===== config.mk =====
export PLATFORM = sky130hd
export DESIGN_NAME = ccr_top
export DESIGN_NICKNAME = d
export VERILOG_FILES = /design/src/verilog/ccr_pkg.sv /design/src/verilog/ccr_sync.sv /design/src/verilog/ccr_outctl.sv /design/src/verilog/ccr_top.sv
export VERILOG_INCLUDE_DIRS = /design/src /design/src/verilog
export SDC_FILE = /design/constraint.sdc
export NUM_CORES = 1
export LEC_CHECK = 0
export BUFFER_PORTS_ARGS = -buffer_cell sky130_fd_sc_hd__buf_2
export CAP_MARGIN = 10
export CORE_MARGIN = 2
export CORE_UTILIZATION = 62
export CTS_BUF_LIST = sky130_fd_sc_hd__clkbuf_8
export DETAILED_ROUTE_END_ITERATION = 6
export MAX_ROUTING_LAYER = met4
export PLACE_DENSITY = 0.91
export SLEW_MARGIN = 40
export SYNTH_ARGS = -nofsm -noshare
export SYNTH_HDL_FRONTEND = slang
export SYNTH_SLANG_ARGS = --single-unit

===== constraint.sdc =====
create_clock -name mclk -period 2.98 [get_ports mclk]
set_input_delay 0.447 -clock mclk [delete_from_list [all_inputs] [get_ports mclk]]
set_output_delay 0.447 -clock mclk [all_outputs]
set_load 0.1 [all_outputs]

===== src/verilog/ccr_map.svh =====
// register offsets, field positions, reset values and bus constants of the clock output control block
`ifndef CCR_MAP_SVH
`define CCR_MAP_SVH

`define CCR_SLAVE_ADDR 7'h69
`define CCR_NUM_REGS 6
`define CCR_BLOCK_COUNT 8'h06

`define CCR_OFS_SRC_CPU2_EN 7'h00
`define CCR_OFS_MISC_SPREAD 7'h01
`define CCR_OFS_BUS_EN 7'h02
`define CCR_OFS_SRC_STOP_SEL 7'h03
`define CCR_OFS_FR_STOP_DOT_PD 7'h04
`define CCR_OFS_DRIVE_MODES 7'h05

`define CCR_RST_SRC_CPU2_EN 8'hFF
`define CCR_RST_MISC_SPREAD 8'hF6
`define CCR_RST_BUS_EN 8'hFF
`define CCR_RST_SRC_STOP_SEL 8'h00
`define CCR_RST_FR_STOP_DOT_PD 8'h07
`define CCR_RST_DRIVE_MODES 8'h00

// misc_output_and_spread_ctrl fields
`define CCR_B1_FREERUN0_EN 7
`define CCR_B1_DISPLAY_EN 6
`define CCR_B1_USB48_EN 5
`define CCR_B1_REF_EN 4
`define CCR_B1_SPREAD_CENTER 3
`define CCR_B1_CPU1_EN 2
`define CCR_B1_CPU0_EN 1
`define CCR_B1_SPREAD_ON 0
// bus_clock_output_enables fields
`define CCR_B2_BUS_EN_LSB 2
`define CCR_B2_FREERUN2_EN 1
`define CCR_B2_FREERUN1_EN 0
// freerun_stop_select_dot_pd fields
`define CCR_B4_DISPLAY_PD_HIZ 6
`define CCR_B4_FR_STOP_LSB 3
// stop_powerdown_drive_modes fields
`define CCR_B5_SRC_STOP_HIZ 7
`define CCR_B5_SRC_PD_HIZ 3
`define CCR_B5_CPU2_PD_HIZ 2
`define CCR_B5_CPU1_PD_HIZ 1
`define CCR_B5_CPU0_PD_HIZ 0

// output vector layout
`define CCR_NPAIR 10
`define CCR_NSE 11
`define CCR_PAIR_SHARED 9
`define CCR_PAIR_SRC_BASE 2
`define CCR_PAIR_DISPLAY 2
`define CCR_PAIR_CPU1 1
`define CCR_PAIR_CPU0 0
`define CCR_SE_REF 10
`define CCR_SE_USB48 9
`define CCR_SE_FREERUN_LSB 6
`define CCR_SE_BUS_LSB 0

`endif


===== src/verilog/ccr_pkg.sv =====
// types shared by the clock output control block
`default_nettype none
`include "ccr_map.svh"
package ccr_pkg;

  typedef enum logic [2:0] {
    ST_IDLE  = 3'b000,
    ST_ADDR  = 3'b001,
    ST_CMD   = 3'b010,
    ST_COUNT = 3'b011,
    ST_WDATA = 3'b100,
    ST_RDATA = 3'b101,
    ST_MACK  = 3'b110
  } ccr_state_t;

  typedef struct packed {
    logic [`CCR_NPAIR-1:0] drive;
    logic [`CCR_NPAIR-1:0] run;
  } ccr_pair_ctl_t;

  typedef struct packed {
    logic [`CCR_NSE-1:0] drive;
    logic [`CCR_NSE-1:0] run;
  } ccr_se_ctl_t;

endpackage : ccr_pkg
`default_nettype wire


===== src/verilog/ccr_sync.sv =====
// two flip-flop synchronisers for pins from outside the mclk domain
`default_nettype none
module ccr_sync #(
  parameter int W = 1,
  parameter logic [W-1:0] RST_VAL = '0
) (
  input wire logic mclk,
  input wire logic rst_n,
  input wire logic [W-1:0] async_in,
  output var logic [W-1:0] sync_out
);
  logic [W-1:0] meta;
  logic [W-1:0] next_meta;
  logic [W-1:0] next_sync;

  always_comb
  begin
    next_meta = async_in;
    next_sync = meta;
  end

  always_ff @(posedge mclk or negedge rst_n)
  begin
    if (!rst_n)
    begin
      meta <= RST_VAL;
      sync_out <= RST_VAL;
    end
    else
    begin
      meta <= next_meta;
      sync_out <= next_sync;
    end
  end
endmodule : ccr_sync
`default_nettype wire


===== src/verilog/ccr_outctl.sv =====
// per-output run and drive flops that only change in the low phase of the output clock
`default_nettype none
module ccr_outctl #(
  parameter int W = 1
) (
  input wire logic mclk,
  input wire logic rst_n,
  input wire logic phase_low,
  input wire logic [W-1:0] want_run,
  input wire logic [W-1:0] want_drive,
  output var logic [W-1:0] run,
  output var logic [W-1:0] drive
);
  genvar i;
  generate
    for (i = 0; i < W; i++)
    begin : g_out
      logic next_run;
      logic next_drive;
      // changing only while the clock is low keeps every gated edge whole
      always_comb
      begin
        next_run = phase_low ? want_run[i] : run[i];
        next_drive = phase_low ? want_drive[i] : drive[i];
      end
      always_ff @(posedge mclk or negedge rst_n)
      begin
        if (!rst_n)
        begin
          run[i] <= 1'b0;
          drive[i] <= 1'b0;
        end
        else
        begin
          run[i] <= next_run;
          drive[i] <= next_drive;
        end
      end
    end
  endgenerate
endmodule : ccr_outctl
`default_nettype wire


===== src/verilog/ccr_top.sv =====
// clock output control registers with their two-wire serial slave and output gating
`default_nettype none
`include "ccr_map.svh"

// Summary of operation
// - byte 0 bits 7..1 enable shared pair and src pairs 6..1; zero is Hi-Z
// - byte 1 bits 7,5,4 enable freerun clock 0, 48 MHz and reference clock
// - byte 1 bits 6,2,1 enable display pair, cpu1, cpu0; zero is Hi-Z
// - byte 1 bit 3 picks downspread (0) or centerspread (1); resets to zero
// - byte 1 bit 0 turns spread on; resets to off
// - byte 2 bits 7..2 enable bus clocks 5..0, bits 1,0 freerun 2,1
// - byte 3 bits 7..1 let the stop request halt src pairs 7..1
// - byte 4 bits 5..3 let the stop request halt freerun clocks 2..0
// - byte 4 bit 6 puts the display pair in Hi-Z during power-down
// - byte 5 bit 7 puts stopped src pairs in Hi-Z instead of driven low
// - byte 5 bit 3 puts all src pairs in Hi-Z during power-down
// - byte 5 bits 2..0 put cpu pairs 2..0 in Hi-Z during power-down
// - serial slave at D2h; command bit 7 byte access, bits 6:0 offset
// - all registers load defaults at reset, so no access is needed
// - stop and resume happen together, with no short pulses
// - during power-down, outputs not set to Hi-Z are driven low
module ccr_top (
  input wire logic mclk,
  input wire logic rst_n,
  input wire logic scl,
  input wire logic sda_in,
  output logic sda_out,
  output logic sda_oe,
  input wire logic software_stop_request,
  input wire logic power_down_input,
  input wire logic stop_phase_ref,
  output ccr_pkg::ccr_pair_ctl_t pair_ctl,
  output ccr_pkg::ccr_se_ctl_t se_ctl,
  output logic spread_on,
  output logic spread_center
);
  import ccr_pkg::*;

  localparam logic [7:0] RST_VALS [0:`CCR_NUM_REGS-1] = '{
    `CCR_RST_SRC_CPU2_EN, `CCR_RST_MISC_SPREAD, `CCR_RST_BUS_EN,
    `CCR_RST_SRC_STOP_SEL, `CCR_RST_FR_STOP_DOT_PD, `CCR_RST_DRIVE_MODES};

  logic [4:0] pins_raw;
  logic [4:0] pins_s;
  logic scl_s;
  logic sda_s;
  logic stop_s;
  logic pd_s;
  logic phase_s;

  // idle bus lines start high; the phase bit starts high too, so no output
  // switches after reset before a real low phase has been seen
  ccr_sync #(.W(5), .RST_VAL(5'h13)) u_sync (
    .mclk(mclk),
    .rst_n(rst_n),
    .async_in(pins_raw),
    .sync_out(pins_s)
  );

  assign pins_raw = {stop_phase_ref, power_down_input, software_stop_request, sda_in, scl};
  assign scl_s = pins_s[0];
  assign sda_s = pins_s[1];
  assign stop_s = pins_s[2];
  assign pd_s = pins_s[3];
  assign phase_s = pins_s[4];

  ccr_state_t state;
  ccr_state_t next_state;
  logic [7:0] regs [0:`CCR_NUM_REGS-1];
  logic [7:0] next_regs [0:`CCR_NUM_REGS-1];
  logic scl_q;
  logic sda_q;
  logic [3:0] bitcnt;
  logic [3:0] next_bitcnt;
  logic [7:0] shreg;
  logic [7:0] next_shreg;
  logic [6:0] ptr;
  logic [6:0] next_ptr;
  logic rw;
  logic next_rw;
  logic byte_mode;
  logic next_byte_mode;
  logic cnt_sent;
  logic next_cnt_sent;
  logic ack_pend;
  logic next_ack_pend;
  logic in_ack;
  logic next_in_ack;
  logic next_sda_oe;

  logic start_cond;
  logic stop_cond;
  logic scl_rise;
  logic scl_fall;
  logic [7:0] rx_byte;
  logic [7:0] rd_val;
  logic [7:0] load_val;
  logic do_load;

  assign start_cond = scl_s & scl_q & sda_q & ~sda_s;
  assign stop_cond = scl_s & scl_q & ~sda_q & sda_s;
  assign scl_rise = scl_s & ~scl_q;
  assign scl_fall = ~scl_s & scl_q;
  assign rx_byte = {shreg[6:0], sda_s};
  // open drain: the line is only ever pulled low
  assign sda_out = 1'b0;

  // offsets past the last register read as zero
  always_comb
  begin
    rd_val = 8'h00;
    for (int i = 0; i < `CCR_NUM_REGS; i++)
    begin
      if (ptr == 7'(i))
        rd_val = regs[i];
    end
  end

  // a block read sends the byte count before the first register
  assign load_val = (!byte_mode && !cnt_sent) ? `CCR_BLOCK_COUNT : rd_val;

  always_comb
  begin
    next_state = state;
    next_regs = regs;
    next_bitcnt = bitcnt;
    next_shreg = shreg;
    next_ptr = ptr;
    next_rw = rw;
    next_byte_mode = byte_mode;
    next_cnt_sent = cnt_sent;
    next_ack_pend = ack_pend;
    next_in_ack = in_ack;
    next_sda_oe = sda_oe;
    do_load = 1'b0;
    if (start_cond)
    begin
      next_state = ST_ADDR;
      next_bitcnt = 4'h0;
      next_sda_oe = 1'b0;
      next_ack_pend = 1'b0;
      next_in_ack = 1'b0;
    end
    else if (stop_cond)
    begin
      next_state = ST_IDLE;
      next_sda_oe = 1'b0;
      next_ack_pend = 1'b0;
      next_in_ack = 1'b0;
    end
    else
    begin
      unique case (state)
        ST_IDLE:
        begin
          next_sda_oe = 1'b0;
        end
        ST_ADDR, ST_CMD, ST_COUNT, ST_WDATA:
        begin
          if (scl_rise && !ack_pend && !in_ack)
          begin
            next_shreg = rx_byte;
            next_bitcnt = bitcnt + 4'h1;
            if (bitcnt == 4'h7)
            begin
              next_bitcnt = 4'h0;
              next_ack_pend = 1'b1;
              if (state == ST_ADDR)
              begin
                if (rx_byte[7:1] != `CCR_SLAVE_ADDR)
                begin
                  next_state = ST_IDLE;
                  next_ack_pend = 1'b0;
                end
                next_rw = rx_byte[0];
              end
              else if (state == ST_CMD)
              begin
                next_byte_mode = rx_byte[7];
                next_ptr = rx_byte[7] ? rx_byte[6:0] : 7'h00;
                next_cnt_sent = 1'b0;
              end
              else if (state == ST_WDATA)
              begin
                for (int i = 0; i < `CCR_NUM_REGS; i++)
                begin
                  if (ptr == 7'(i))
                    next_regs[i] = rx_byte;
                end
                next_ptr = ptr + 7'h01;
              end
            end
          end
          else if (scl_fall && ack_pend)
          begin
            next_sda_oe = 1'b1;
            next_ack_pend = 1'b0;
            next_in_ack = 1'b1;
          end
          else if (scl_fall && in_ack)
          begin
            next_in_ack = 1'b0;
            next_sda_oe = 1'b0;
            if (state == ST_ADDR && rw)
              do_load = 1'b1;
            else if (state == ST_ADDR)
              next_state = ST_CMD;
            else if (state == ST_CMD && !byte_mode)
              next_state = ST_COUNT;
            else
              next_state = ST_WDATA;
          end
        end
        ST_RDATA:
        begin
          if (scl_fall)
          begin
            if (bitcnt == 4'h8)
            begin
              next_sda_oe = 1'b0;
              next_state = ST_MACK;
            end
            else
            begin
              next_sda_oe = ~shreg[7];
              next_shreg = {shreg[6:0], 1'b0};
              next_bitcnt = bitcnt + 4'h1;
            end
          end
        end
        ST_MACK:
        begin
          if (scl_rise)
          begin
            // a not-acknowledge ends the read
            if (sda_s)
              next_state = ST_IDLE;
            else
              next_ack_pend = 1'b1;
          end
          else if (scl_fall && ack_pend)
          begin
            next_ack_pend = 1'b0;
            do_load = 1'b1;
          end
        end
        default:
        begin
          next_state = ST_IDLE;
          next_sda_oe = 1'b0;
        end
      endcase
    end
    if (do_load)
    begin
      next_state = ST_RDATA;
      next_sda_oe = ~load_val[7];
      next_shreg = {load_val[6:0], 1'b0};
      next_bitcnt = 4'h1;
      if (!byte_mode && !cnt_sent)
        next_cnt_sent = 1'b1;
      else
        next_ptr = ptr + 7'h01;
    end
  end

  always_ff @(posedge mclk or negedge rst_n)
  begin
    if (!rst_n)
    begin
      state <= ST_IDLE;
      for (int i = 0; i < `CCR_NUM_REGS; i++)
        regs[i] <= RST_VALS[i];
      scl_q <= 1'b1;
      sda_q <= 1'b1;
      bitcnt <= 4'h0;
      shreg <= 8'h00;
      ptr <= 7'h00;
      rw <= 1'b0;
      byte_mode <= 1'b0;
      cnt_sent <= 1'b0;
      ack_pend <= 1'b0;
      in_ack <= 1'b0;
      sda_oe <= 1'b0;
    end
    else
    begin
      state <= next_state;
      regs <= next_regs;
      scl_q <= scl_s;
      sda_q <= sda_s;
      bitcnt <= next_bitcnt;
      shreg <= next_shreg;
      ptr <= next_ptr;
      rw <= next_rw;
      byte_mode <= next_byte_mode;
      cnt_sent <= next_cnt_sent;
      ack_pend <= next_ack_pend;
      in_ack <= next_in_ack;
      sda_oe <= next_sda_oe;
    end
  end

  logic [`CCR_NPAIR-1:0] pair_want_run;
  logic [`CCR_NPAIR-1:0] pair_want_drive;
  logic [`CCR_NSE-1:0] se_want_run;
  logic [`CCR_NSE-1:0] se_want_drive;
  logic [2:0] fr_en;
  logic fr_stopped;
  logic src_stopped;
  logic pd_hiz;

  always_comb
  begin
    fr_en = {regs[2][`CCR_B2_FREERUN2_EN], regs[2][`CCR_B2_FREERUN1_EN],
      regs[1][`CCR_B1_FREERUN0_EN]};
    fr_stopped = 1'b0;
    src_stopped = 1'b0;
    pd_hiz = 1'b0;
    pair_want_run = '0;
    pair_want_drive = '0;
    // src pair k sits at vector index k+2; index 9 is the shared pair
    for (int k = 1; k <= 7; k++)
    begin
      src_stopped = stop_s & regs[3][k];
      pd_hiz = regs[5][`CCR_B5_SRC_PD_HIZ] | ((k == 7) & regs[5][`CCR_B5_CPU2_PD_HIZ]);
      pair_want_run[k + 2] = regs[0][k] & ~pd_s & ~src_stopped;
      pair_want_drive[k + 2] = regs[0][k] & ~(pd_s & pd_hiz) &
        ~(src_stopped & regs[5][`CCR_B5_SRC_STOP_HIZ]);
    end
    pair_want_run[`CCR_PAIR_DISPLAY] = regs[1][`CCR_B1_DISPLAY_EN] & ~pd_s;
    pair_want_drive[`CCR_PAIR_DISPLAY] = regs[1][`CCR_B1_DISPLAY_EN] &
      ~(pd_s & regs[4][`CCR_B4_DISPLAY_PD_HIZ]);
    pair_want_run[`CCR_PAIR_CPU1] = regs[1][`CCR_B1_CPU1_EN] & ~pd_s;
    pair_want_drive[`CCR_PAIR_CPU1] = regs[1][`CCR_B1_CPU1_EN] &
      ~(pd_s & regs[5][`CCR_B5_CPU1_PD_HIZ]);
    pair_want_run[`CCR_PAIR_CPU0] = regs[1][`CCR_B1_CPU0_EN] & ~pd_s;
    pair_want_drive[`CCR_PAIR_CPU0] = regs[1][`CCR_B1_CPU0_EN] &
      ~(pd_s & regs[5][`CCR_B5_CPU0_PD_HIZ]);
    // single-ended outputs are never released; disabled or stopped means held low
    se_want_drive = '1;
    se_want_run = '0;
    for (int b = 0; b < 6; b++)
      se_want_run[`CCR_SE_BUS_LSB + b] = regs[2][`CCR_B2_BUS_EN_LSB + b] & ~pd_s & ~stop_s;
    for (int f = 0; f < 3; f++)
    begin
      fr_stopped = stop_s & regs[4][`CCR_B4_FR_STOP_LSB + f];
      se_want_run[`CCR_SE_FREERUN_LSB + f] = fr_en[f] & ~pd_s & ~fr_stopped;
    end
    se_want_run[`CCR_SE_USB48] = regs[1][`CCR_B1_USB48_EN] & ~pd_s;
    se_want_run[`CCR_SE_REF] = regs[1][`CCR_B1_REF_EN] & ~pd_s;
  end

  // one shared phase reference makes all stoppable outputs switch on the same edge
  ccr_outctl #(.W(`CCR_NPAIR)) u_pair_ctl (
    .mclk(mclk),
    .rst_n(rst_n),
    .phase_low(~phase_s),
    .want_run(pair_want_run),
    .want_drive(pair_want_drive),
    .run(pair_ctl.run),
    .drive(pair_ctl.drive)
  );

  ccr_outctl #(.W(`CCR_NSE)) u_se_ctl (
    .mclk(mclk),
    .rst_n(rst_n),
    .phase_low(~phase_s),
    .want_run(se_want_run),
    .want_drive(se_want_drive),
    .run(se_ctl.run),
    .drive(se_ctl.drive)
  );

  assign spread_on = regs[1][`CCR_B1_SPREAD_ON];
  assign spread_center = regs[1][`CCR_B1_SPREAD_CENTER];
endmodule : ccr_top
`default_nettype wire


After elaboration in Yosys (flattened, before gate mapping):

Index checks and enable logic that the tools add are counted.

* bits in registers: 120
* bits of input ports: 7
* word-level logic and storage cells: 335

* add/sub/neg operators: 2
* equal/unequal tests: 40
* mux-type cells: 90
* bitwise operators: 118
* reductions and logical operators: 33

Operators by type and width (number)
* $mux W8: 13
* $and A1 B1 Y1: 83
* $mux W7: 11
* $reduce_and A9 Y1: 6
* $mux W3: 16
* $ne A6 B6 Y1 const B: 7
* $mux W1: 37
* $not A1 Y1: 34
* $ne A5 B5 Y1 const B: 6
* $mux W4: 7
* $ne A4 B4 Y1 const B: 5
* $pmux W8 S2: 1
* $eq A7 B2 Y1 const B: 2
* $eq A7 B3 Y1 const B: 2
* $ne A3 B3 Y1 const B: 4
* $pmux W3 S4: 1
* $reduce_and A6 Y1: 2
* $reduce_bool A4 Y1: 3
* $reduce_and A11 Y1: 1
* $eq A3 B3 Y1 const B: 3
* $pmux W4 S2: 1
* $add A7 B1 Y7 const B: 1
* $eq A7 B1 Y1 const B: 1
* $logic_and A1 B1 Y1: 7
* other kinds (21): 29

Longest topological paths before layout:

Gate-level depths: netlist of run 1.

* word-level depth: 12
* depth in mapped cells: 10

By module:

A second synthesis of run 1 with hierarchy kept.

* cells, all modules: 609
* area, all modules: 6822.8 sq um

Modules (own cells, without submodules)
* ccr_top: times used 1, cells each 511, area each 4921.0 sq um, sequential area each 1985.7 sq um
* ccr_outctl at u_pair_ctl: times used 1, cells each 42, area each 823.3 sq um, sequential area each 500.5 sq um
* ccr_outctl at u_se_ctl: times used 1, cells each 46, area each 820.8 sq um, sequential area each 550.5 sq um
* ccr_sync: times used 1, cells each 10, area each 257.7 sq um, sequential area each 257.7 sq um

Worst setup path before layout of run 1:

No wires, ideal clock.

* path kind: flip-flop to flip-flop
* start point: reg u_sync.sync_out[0]
* end point: reg regs[11] in the netlist's numbering
* data arrival time: 2.129 ns
* data required time: 2.855 ns
* slack: 0.726 ns
* stages on the path, launching flop included: 9
* cells stage by stage: dfstp_2 buf_4 or4b_4 nor2_4 and3_4 buf_8 and2_4 buf_12 mux2_4

* longest elaborated chain between the ends: 5
* elaborated cells between the ends (all ways): 11

RTL lines
* from (decl): RTL line ccr_sync.sv:10 `output var logic [W-1:0] sync_out`
* from (signal assigned): RTL line ccr_sync.sv:32 `sync_out <= next_sync;`
* $and A1 B1 Y1: RTL line ccr_top.sv:100, ccr_top.sv:101
* $and A1 B1 Y1, on equally long branches (2 in series): RTL line ccr_top.sv:101, ccr_top.sv:100
* $not A1 Y1 (no line)
* $reduce_and A9 Y1 (no line) (*)
* to (signal, indexed assignment): RTL line ccr_top.sv:273 `regs[i] <= RST_VALS[i];`
* to (signal assigned): RTL line ccr_top.sv:289 `regs <= next_regs;`
* to (decl): RTL line ccr_top.sv:69 `` logic [7:0] regs [0:`CCR_NUM_REGS-1]; ``

Every way passes the cells marked *; elsewhere a longest branch is shown, timed or not.
A chain may end at the register's enable or synchronous reset.

Final worst setup path of run 1:

* start point: reg state[2]
* end point: reg state[2]

* longest elaborated chain between the ends: 12
* elaborated cells between the ends (all ways): 39

RTL lines
* from (decl): RTL line ccr_top.sv:67 `ccr_state_t state;`
* from (signal assigned): RTL line ccr_top.sv:288 `state <= next_state;`
* parallel branches: the longest is 12 deep, another holds $reduce_and A11 Y1

Several ways; the timed one is not identified. The select of a mux whose other input is x is not followed.

==> flow_summary_export.csv, run 1 <==
group,metric,value,unit
run_status,status,"completed",
final_layout,layout_commonest_cell,"nand2_1",
clocking,cts_buffers,17,
yosys,synth_top_family_by_area,"simple AND/OR/NAND/NOR gates",
detailed_routing,dr.pass1.iters,5,
timing,clock_skew,0.00947,ns
final_layout,layout-drive-gt1-share,0.293,
yosys,synth_top_area_frac,0.355,
detailed_routing,final_antenna_net_count,0,
timing,hold_viol_final,0,
timing,fin_crit_sh,0.884,
clocking,numClockSinks,120,
global_routing,grt_pass1_vias,4624,
worst_setup_path,required,3.30,ns
final_layout,final_cell_mix,"nand2_1 (99), dfrtp_1 (87), buf_2 (50)",
timing,tightest_slew,0.786,ns
pwr,ir_drop,0.000421,V
yosys,syn_area_per_cell,10.4,um2
detailed_routing,vias,4818,
pwr,total_power,3.82,mW
yosys,synth.top_cells.by_area,"dfrtp_1 (35%), dfstp_2 (14%), mux2_4 (7.1%)",
detailed_routing,drt_iter0_drc,441,
final_layout,diodes,0,
worst_setup_path,cp-start-kind,"register",
placed_design,hpwlAfterDp,10100,um
global_routing,grt_usage,0.291,
yosys,synth_edf_count,0,
clocking,cts_resized,0,
yosys,synth_cell_types,68,
worst_setup_path,crit_type,"register to register",
job,cap_viol_max_count,0,
final_layout,nFillCells,666,
timing,rsz0062_at_grt,"false",
worst_setup_path,cp_max_fo,14,
timing,setup_viol,0,
detailed_routing,wire_per_inst,19.8,um
global_routing,grt_pass1_wl,23900,um
global_routing,grt_overflow,0,
yosys,synthXorXnorAreaFrac,0.00999,
detailed_routing,drcViolationCount,0,
yosys,synthAdderAreaFrac,0.0122,
clocking,h-tree-depth,4,
final_layout,fin_nets,624,
global_routing,antenna_found_initial,0,
yosys,syn_area,6140,um2
final_layout,area_delta_synth_final,9.23,%
timing,drv_slew,0,
die,die_w,104,um
timing,relSlewSlack,0.474,
pwr,power_density,570,nW/um2
worst_hold_path,min_path_type,"input port to register",
yosys,synth_area_leader_cell,"dfrtp_1",
global_routing,grt_max_degree,61,
clocking,cts_tree,"yes",
clocking,cts_buffer_depth,2,
yosys,yosysSeqAreaShare,0.496,
yosys,synthSimpleGateAreaFrac,0.176,
yosys,yosys_warnings,0,
placed_design,io_buffer_count,51,
placed_design,place.gp.congestion,0.960,
die,pin_count,53,
die,initial_core_util,0.634,
yosys,syn-instance-count,589,
clocking,post_cts_buffers,0,
yosys,synthMuxAreaShare,0.107,
die,dieArea,10700,um2
worst_setup_path,cp_data_arrival_time,2.95,ns
worst_setup_path,endpoint_kind,"register",
clocking,cts_root_buffer,"clkbuf_8",
detailed_routing,vias_per_cell,6.36,
clocking,insertion_delay,0.44,ns
clocking,clk_pin_slew,0.08,ns
die,die_y,104,um
detailed_routing,routed_wl,15000,um
yosys,synth_seq_cells,120,
timing,period_needed,2.63,ns
yosys,ys.flop_type,"dfrtp_1",
yosys,synth_compound_area_frac,0.142,
pwr,leakage,2.94,nW
timing,tns,0,ns
yosys,ys_async_sr_fraction,1.00,
die,fp-row-count,36,
timing,fmax,380,MHz
die,core,9680,um2
yosys,syn_nets,602,
[synth_stat cells, types with 3 or more instances]
library cell	number
nand3b_1	18
buf_2	12
nand2_1	99
nand3_4	3
inv_1	9
xor2_1	3
nor2b_1	9
clkbuf_1	20
buf_4	14
nand2b_1	11
a22oi_1	15
buf_1	4
mux2_4	29
ha_1	6
o22ai_1	8
a32o_1	6
nor3_1	6
dfstp_2	33
mux2_2	19
nor2_1	25
o211ai_1	10
a21oi_1	25
o21ai_0	45
xnor2_1	4
dfrtp_1	87
nand3_1	10
and3_1	4
[what timing repair did]
action                                 CTS  global route
hold buffers                             0             1
setup endpoints to repair                0             0
endpoints found under the hold margin    0             9
[critical path, stage by stage, from the launching register on]
cell and delay, ns:
dfrtp_1 0.55, nor3b_2 0.31, a32oi_1 0.19, nor2_1 0.65, o22ai_1 0.23, a21oi_2 0.23, mux2_2 0.37
[metal layers]
layer | global-route usage | up-vias | share of wire
met5 | - | - | 0
met4 | 0.119 | 0 | 0.041
met3 | 0.0749 | 85 | 0.091
met2 | 0.463 | 303 | 0.49
met1 | 0.358 | 2314 | 0.38
li1 | - | 2116 | -
[per-stage QoR]
stage          utilization  setup WS [ns]  cell area, um2  instances  hold slack [ns]
4_1_cts              0.689          0.401            6680        755           0.0808
3_5_place_dp         0.650          0.406            6300        723            0.342
5_1_grt              0.693          0.193            6710        757           0.0745
6_report             0.693          0.347            6710        757           0.0947
3_3_place_gp         0.650          0.510            6300        723            0.333
2_1_floorplan            -          0.726            6140        589            0.151
[cell type report]
cell class                      instances  area, um2  area share
Multi-Input combinational cell        406       2750       0.410
Inverter                                9       33.8     0.00504
Timing Repair Buffer                   57        330      0.0493
Tap cell                              133        166      0.0248
Clock inverter                         15        145      0.0216
Clock buffer                           17        234      0.0349
Sequential cell                       120       3040       0.454
[state kept, by name (all words and copies together) (netlist names), 3 cells and up]
register and flops:
bitcnt 4, u_sync.sync_out 5, state 3, u_pair_ctl.run 10, u_sync.meta 5, shreg 8, u_pair_ctl.drive 10, ptr 7
fr_en 3, u_se_ctl.run 11, regs 43
[cell families after synthesis]
logic type,after synthesis
xor+xnor,7
buf+inv,63
fa+ha+maj,6
simple gates,207
compound gates,136
other cells,1
flops,120
mux,49
[power breakdown]
part	leakage (nW)	total [mW]	internal, mW	switching, mW
registers	1.53	1.99	1.72	0.274
logic	1.22	0.440	0.183	0.257
clock network	0.189	1.39	0.675	0.712
total	2.94	3.82	2.58	1.24
[worst paths after layout]
check,slack (ns),cells past startpoint,start,endpoint
worst min-delay path,0.09,1,stop_phase_ref,u_sync.meta[4]$_DFF_PN1_
worst max-delay path,0.35,6,state[2]$_DFFE_PN0P_,state[2]$_DFFE_PN0P_
min in group asynchronous,0.41,2,rst_n,u_se_ctl.run[0]$_DFFE_PN0N_
max in group asynchronous,1.68,4,rst_n,regs[8]$_DFFE_PN1P_
worst min register to register,0.36,0,u_sync.meta[1]$_DFF_PN1_,u_sync.sync_out[1]$_DFF_PN1_
worst max register to register,0.35,6,state[2]$_DFFE_PN0P_,state[2]$_DFFE_PN0P_
(Power assumes the default switching activity.)
==> run 2: changes to the inputs <==
--- a/config.mk
+++ b/config.mk
@@ -9,11 +9,11 @@
 export BUFFER_PORTS_ARGS = -buffer_cell sky130_fd_sc_hd__buf_2
 export CAP_MARGIN = 10
 export CORE_MARGIN = 2
-export CORE_UTILIZATION = 62
+export CORE_UTILIZATION = 35
 export CTS_BUF_LIST = sky130_fd_sc_hd__clkbuf_8
 export DETAILED_ROUTE_END_ITERATION = 6
 export MAX_ROUTING_LAYER = met4
-export PLACE_DENSITY = 0.91
+export PLACE_DENSITY = 0.61
 export SLEW_MARGIN = 40
 export SYNTH_ARGS = -nofsm -noshare
 export SYNTH_HDL_FRONTEND = slang
==> run 2 against run 1 <==
Effect of this change: cell count rose by 13%; largest power group unchanged; utilization down 29 points; fmax grew 3.5%; sequential power shrank 4%.
==> flow_summary_export.csv, run 2 (synthesis gave the netlist of run 1 again) <==
group,metric,value,unit
placed_design,dp_cells,821,
final_layout,area_delta_synth_final,11.7,%
timing,rsz0062_at_grt,"false",
global_routing,grt_pass1_wl,24800,um
timing,relSlewSlack,0.491,
timing,fin_crit_sh,0.853,
worst_setup_path,path_cells,"inv_1 > ha_1 > nand3_2 > nor2_2 > mux2_2",
run_status,status,"completed",
die,die_y,136,um
die,fp-row-count,48,
global_routing,grt_max_degree,58,
detailed_routing,vias_per_cell,5.31,
clocking,cts_root_buffer,"clkbuf_8",
pwr,p_clk_frac,0.367,
detailed_routing,dr.pass1.iters,7,
clocking,insertion_delay,0.45,ns
worst_setup_path,cp_max_fo,19,
clocking,cts_buffers,17,
timing,worst_slack,0.437,ns
pwr,seq_power_share,0.497,
clocking,post_cts_buffers,0,
final_layout,nFillCells,1680,
job,cap_viol_max_count,0,
placed_design,hpwlAfterDp,10800,um
timing,clock_skew,0.0168,ns
timing,hold_slack,0.0957,ns
clocking,clk_pin_slew,0.08,ns
detailed_routing,wire_per_inst,18.1,um
timing,fmax,393,MHz
pwr,p_switching,1.23,mW
global_routing,grt_usage,0.182,
final_layout,reg_top3,"regs x43, u_se_ctl.run x11",
clocking,cts_buffer_depth,2,
worst_setup_path,cp_data_arrival_time,2.87,ns
die,core,17200,um2
pwr,pwr-share-comb,0.136,
timing,period_needed,2.54,ns
timing,setup_viol,0,
final_layout,final_cell_mix,"nand2_1 (99), dfrtp_1 (87), buf_2 (50)",
worst_setup_path,cp_slowest_cell,"ha_1",
placed_design,dp_slack,0.416,ns
final_layout,largest_reg_flops,43,
pwr,intPower,2.63,mW
die,initial_core_util,0.356,
timing,tightest_slew,0.753,ns
pwr,total_power,3.86,mW
detailed_routing,final_antenna_net_count,0,
worst_hold_path,min_path_type,"input port to register",
timing,tns,0,ns
detailed_routing,vias,4539,
die,die_w,136,um
global_routing,antenna_found_initial,0,
pwr,switching_share,0.318,
final_layout,final-instance-count-excl-fill,854,
final_layout,layout-drive-gt1-share,0.300,
clocking,cts_tree,"yes",
clocking,numClockSinks,120,
die,pin_count,53,
clocking,h-tree-depth,4,
worst_setup_path,endpoint_kind,"register",
final_layout,fin_nets,629,
worst_setup_path,crit_type,"register to register",
global_routing,grt_overflow,0,
pwr,leakage,2.96,nW
pwr,power_density,563,nW/um2
detailed_routing,routed_wl,15400,um
worst_setup_path,max_stage_delay,0.57,ns
final_layout,diodes,0,
placed_design,place.gp.congestion,0.927,
pwr,ir_drop,0.000294,V
global_routing,grt_pass1_vias,4460,
timing,hold_viol_final,0,
die,dieArea,18600,um2
worst_setup_path,cp-start-kind,"register",
placed_design,io_buffer_count,51,
final_layout,largest_register,"regs",
detailed_routing,drcViolationCount,0,
worst_setup_path,required,3.31,ns
final_layout,layout_commonest_cell,"nand2_1",
detailed_routing,drt_iter0_drc,250,
timing,drv_slew,0,
==> run 2: layout make-up <==
class | count | area [um2] | area share
clock inverter | 13 | 120 | 0.0175
clock buffer | 19 | 262 | 0.0381
inverter | 9 | 33.8 | 0.00493
sequential | 120 | 3040 | 0.444
tap | 225 | 282 | 0.0411
timing repair buffer | 62 | 355 | 0.0518
multi-input combinational | 406 | 2760 | 0.403
==> run 2: timing repair <==
action	4_1_cts	5_1_grt
hold buffers	1	0
resized for setup	0	0
hold endpoints to repair	23	0
==> run 2: worst max-delay path: cells and delay by family (launching register included) <==
kind	cells	cell delay (ns)
simple gates	2	0.93
flops	1	0.42
mux	1	0.39
buf+inv	1	0.11
fa+ha+maj	1	0.57
==> run 2: power by group through the flow <==
| stage | logic (mW) | registers [mW] | clock network [mW] |
|---|---|---|---|
| 2_1_floorplan | 0.466 | 1.79 | 0 |
| 3_3_place_gp | 0.518 | 1.94 | 0 |
| 3_5_place_dp | 0.527 | 1.94 | 0 |
| 4_1_cts | 0.531 | 1.91 | 1.45 |
| 5_1_grt | 0.586 | 1.94 | 1.53 |
| 6_report | 0.526 | 1.92 | 1.42 |
==> run 2: worst paths after layout <==
check | to | slack (ns) | depth (start not counted) | startpoint
max | regs[0]$_DFFE_PN0P_ | 0.44 | 5 | ptr[1]$_DFF_PN0_
min | u_sync.meta[4]$_DFF_PN1_ | 0.1 | 1 | stop_phase_ref
max reg2reg | regs[0]$_DFFE_PN0P_ | 0.44 | 5 | ptr[1]$_DFF_PN0_
min reg2reg | u_sync.sync_out[0]$_DFF_PN1_ | 0.35 | 0 | u_sync.meta[0]$_DFF_PN1_
max in group asynchronous | regs[27]$_DFFE_PN1P_ | 1.62 | 3 | rst_n
min in group asynchronous | u_se_ctl.run[9]$_DFFE_PN0N_ | 0.54 | 2 | rst_n
==> run 2: per-layer routing <==
metal,up-vias,track usage,part of all wire
li1,2125,-,-
met1,2250,0.235,0.46
met2,145,0.284,0.48
met3,19,0.0436,0.052
met4,0,0.0527,0.010
met5,-,-,0
==> run 2: metrics by stage <==
step                utilization  cell area (um2)
finish                    0.398             6860
global route              0.398             6860
CTS                       0.397             6850
detailed placement        0.375             6460
global placement          0.375             6460
floorplan                     -             6140
==> run 3: changes to the inputs <==
--- a/config.mk
+++ b/config.mk
@@ -8,6 +8,7 @@
 export LEC_CHECK = 0
 export BUFFER_PORTS_ARGS = -buffer_cell sky130_fd_sc_hd__buf_2
 export CAP_MARGIN = 10
+export CORE_ASPECT_RATIO = 1.2
 export CORE_MARGIN = 2
 export CORE_UTILIZATION = 35
 export CTS_BUF_LIST = sky130_fd_sc_hd__clkbuf_8
==> run 3 against run 2 <==
Effect of this change: utilization decreased by 0.27 points; critical path depth unchanged; largest power group unchanged; sequential power about the same; critical endpoint is now regs[4]$_DFFE_PN0P_; via count decreased by 1.1%; wire length decreased by 4.0%; non-clock buffer count decreased by 2; combinational power decreased by 5.7%; setup slack got worse by 0.041 ns; clock skew decreased by 0.0061 ns; cell count decreased by 0.82%; total power increased by 3.0%.
==> flow_summary_export.csv, run 3 (synthesis gave the netlist of run 1 again) <==
group,metric,value,unit
run_status,status,"completed",
clocking,h-tree-depth,4,
worst_setup_path,max_stage_delay,0.59,ns
timing,fmax,387,MHz
clocking,insertion_delay,0.43,ns
timing,hold_slack,0.0510,ns
final_layout,area_delta_synth_final,11.8,%
final_layout,largest_register,"regs",
final_layout,fin_nets,627,
die,initial_core_util,0.353,
worst_setup_path,crit_family,"simple AND/OR/NAND/NOR gates",
detailed_routing,wire_per_inst,17.5,um
worst_setup_path,cp_max_fo,19,
timing,rsz0062_at_grt,"false",
timing,fin_crit_sh,0.867,
placed_design,io_buffer_count,51,
clocking,hold_buffers,0,
die,die_w,125,um
timing,drv_slew,0,
timing,period_needed,2.58,ns
pwr,leakage,2.97,nW
final_layout,diodes,0,
worst_setup_path,required,3.30,ns
global_routing,antenna_found_initial,0,
worst_setup_path,endpoint_kind,"register",
die,fp-row-count,53,
global_routing,grt_usage,0.169,
worst_setup_path,path_cells,"inv_1 > ha_1 > nand3_2 > nor2_2 > mux2_2",
clocking,cts_tree,"yes",
timing,hold_viol_final,0,
die,pin_count,53,
global_routing,grt_pass1_wl,24100,um
worst_setup_path,cp_slowest_cell,"ha_1",
clocking,cts_resized,0,
detailed_routing,drcViolationCount,0,
pwr,ir_drop,0.000226,V
final_layout,final_cell_mix,"nand2_1 (99), dfrtp_1 (87), buf_2 (50)",
job,cap_viol_max_count,0,
timing,tns,0,ns
final_layout,nFillCells,1729,
clocking,cts_buffers,17,
die,die_y,149,um
placed_design,place.gp.congestion,0.903,
worst_setup_path,cp-start-kind,"register",
detailed_routing,vias_per_cell,5.30,
die,dieArea,18600,um2
clocking,post_cts_buffers,0,
detailed_routing,dr.pass1.iters,5,
worst_setup_path,cp_data_arrival_time,2.90,ns
detailed_routing,drt_iter0_drc,344,
final_layout,layout-drive-gt1-share,0.298,
timing,tightest_slew,0.678,ns
clocking,cts_buffer_depth,2,
detailed_routing,routed_wl,14800,um
timing,relSlewSlack,0.548,
detailed_routing,vias,4489,
timing,setup_viol,0,
clocking,clk_pin_slew,0.07,ns
worst_hold_path,min_path_type,"input port to asynchronous set/reset pin",
placed_design,post_dp_cell_area,6440,um2
die,core,17400,um2
worst_setup_path,r2r_setup_slack,0.40,ns
clocking,numClockSinks,120,
final_layout,layout_commonest_cell,"nand2_1",
worst_setup_path,crit_buf_inv,1,
global_routing,grt_pass1_vias,4405,
timing,clock_skew,0.0107,ns
detailed_routing,final_antenna_net_count,0,
placed_design,hpwlAfterDp,10500,um
clocking,cts_root_buffer,"clkbuf_8",
worst_setup_path,crit_type,"register to register",
global_routing,grt_max_degree,52,
global_routing,grt_overflow,0,
final_layout,reg_top3,"regs x43, u_se_ctl.run x11",
pwr,power_density,579,nW/um2
final_layout,stdcell_area,6870,um2
final_layout,largest_reg_flops,43,
-- run 3: changes by cell type in the layout (fill, tap and decap cells not counted) --
cell	before	now
bufinv_16	1	3
buf_4	10	9
clkbuf_8	19	18
clkinv_4	4	3
dlygate4sd3_1	1	0
nor4_1	1	2
nor4_2	1	0
-- run 3: worst register-to-register path, delay by kind of cell, from the launching register on --
kind,cells,cell delay [ns]
fa+ha+maj,1,0.59
buf+inv,1,0.12
mux,1,0.39
simple gates,2,0.94
flops,1,0.44
-- run 3: cell type report --
type,instances,area (um2),area share
Multi-Input combinational cell,406,2760,0.401
Sequential cell,120,3040,0.443
Tap cell,220,275,0.0401
Inverter,9,33.8,0.00492
Timing Repair Buffer,60,338,0.0492
Clock inverter,14,171,0.0250
Clock buffer,18,248,0.0361
-- run 3: metal layers --
layer,vias to the layer above,global-route usage,share of wire
met5,-,-,0
met4,0,0.0550,0.023
met3,26,0.0412,0.047
met2,142,0.276,0.49
met1,2201,0.208,0.44
li1,2120,-,-
-- run 3: stage by stage --
step                      cells  setup slack (ns)  utilization  power, mW
after floorplan             589             0.726            -       2.26
after global placement      815             0.510        0.371       2.46
after detailed placement    815             0.460        0.371       2.47
after CTS                   847             0.448        0.395       4.01
after global routing        847             0.221        0.395       4.16
final                       847             0.396        0.395       3.98
-- run 3: final timing paths --
path / endpoint / start / depth (start not counted)
min reg2reg: u_sync.sync_out[3]$_DFF_PN0_ / u_sync.meta[3]$_DFF_PN0_ / 0
max reg2reg: regs[4]$_DFFE_PN0P_ / ptr[1]$_DFF_PN0_ / 5
max: regs[4]$_DFFE_PN0P_ / ptr[1]$_DFF_PN0_ / 5
min in group mclk: u_sync.meta[4]$_DFF_PN1_ / stop_phase_ref / 1
min: spread_center$_DFFE_PN0P_ / rst_n / 1
max in group asynchronous: u_sync.sync_out[1]$_DFF_PN1_ / rst_n / 2
-- run 3: report_power, final --
group          internal [mW]  switching (mW)
sequential              1.72           0.225
clock                  0.854           0.681
combinational          0.195           0.301
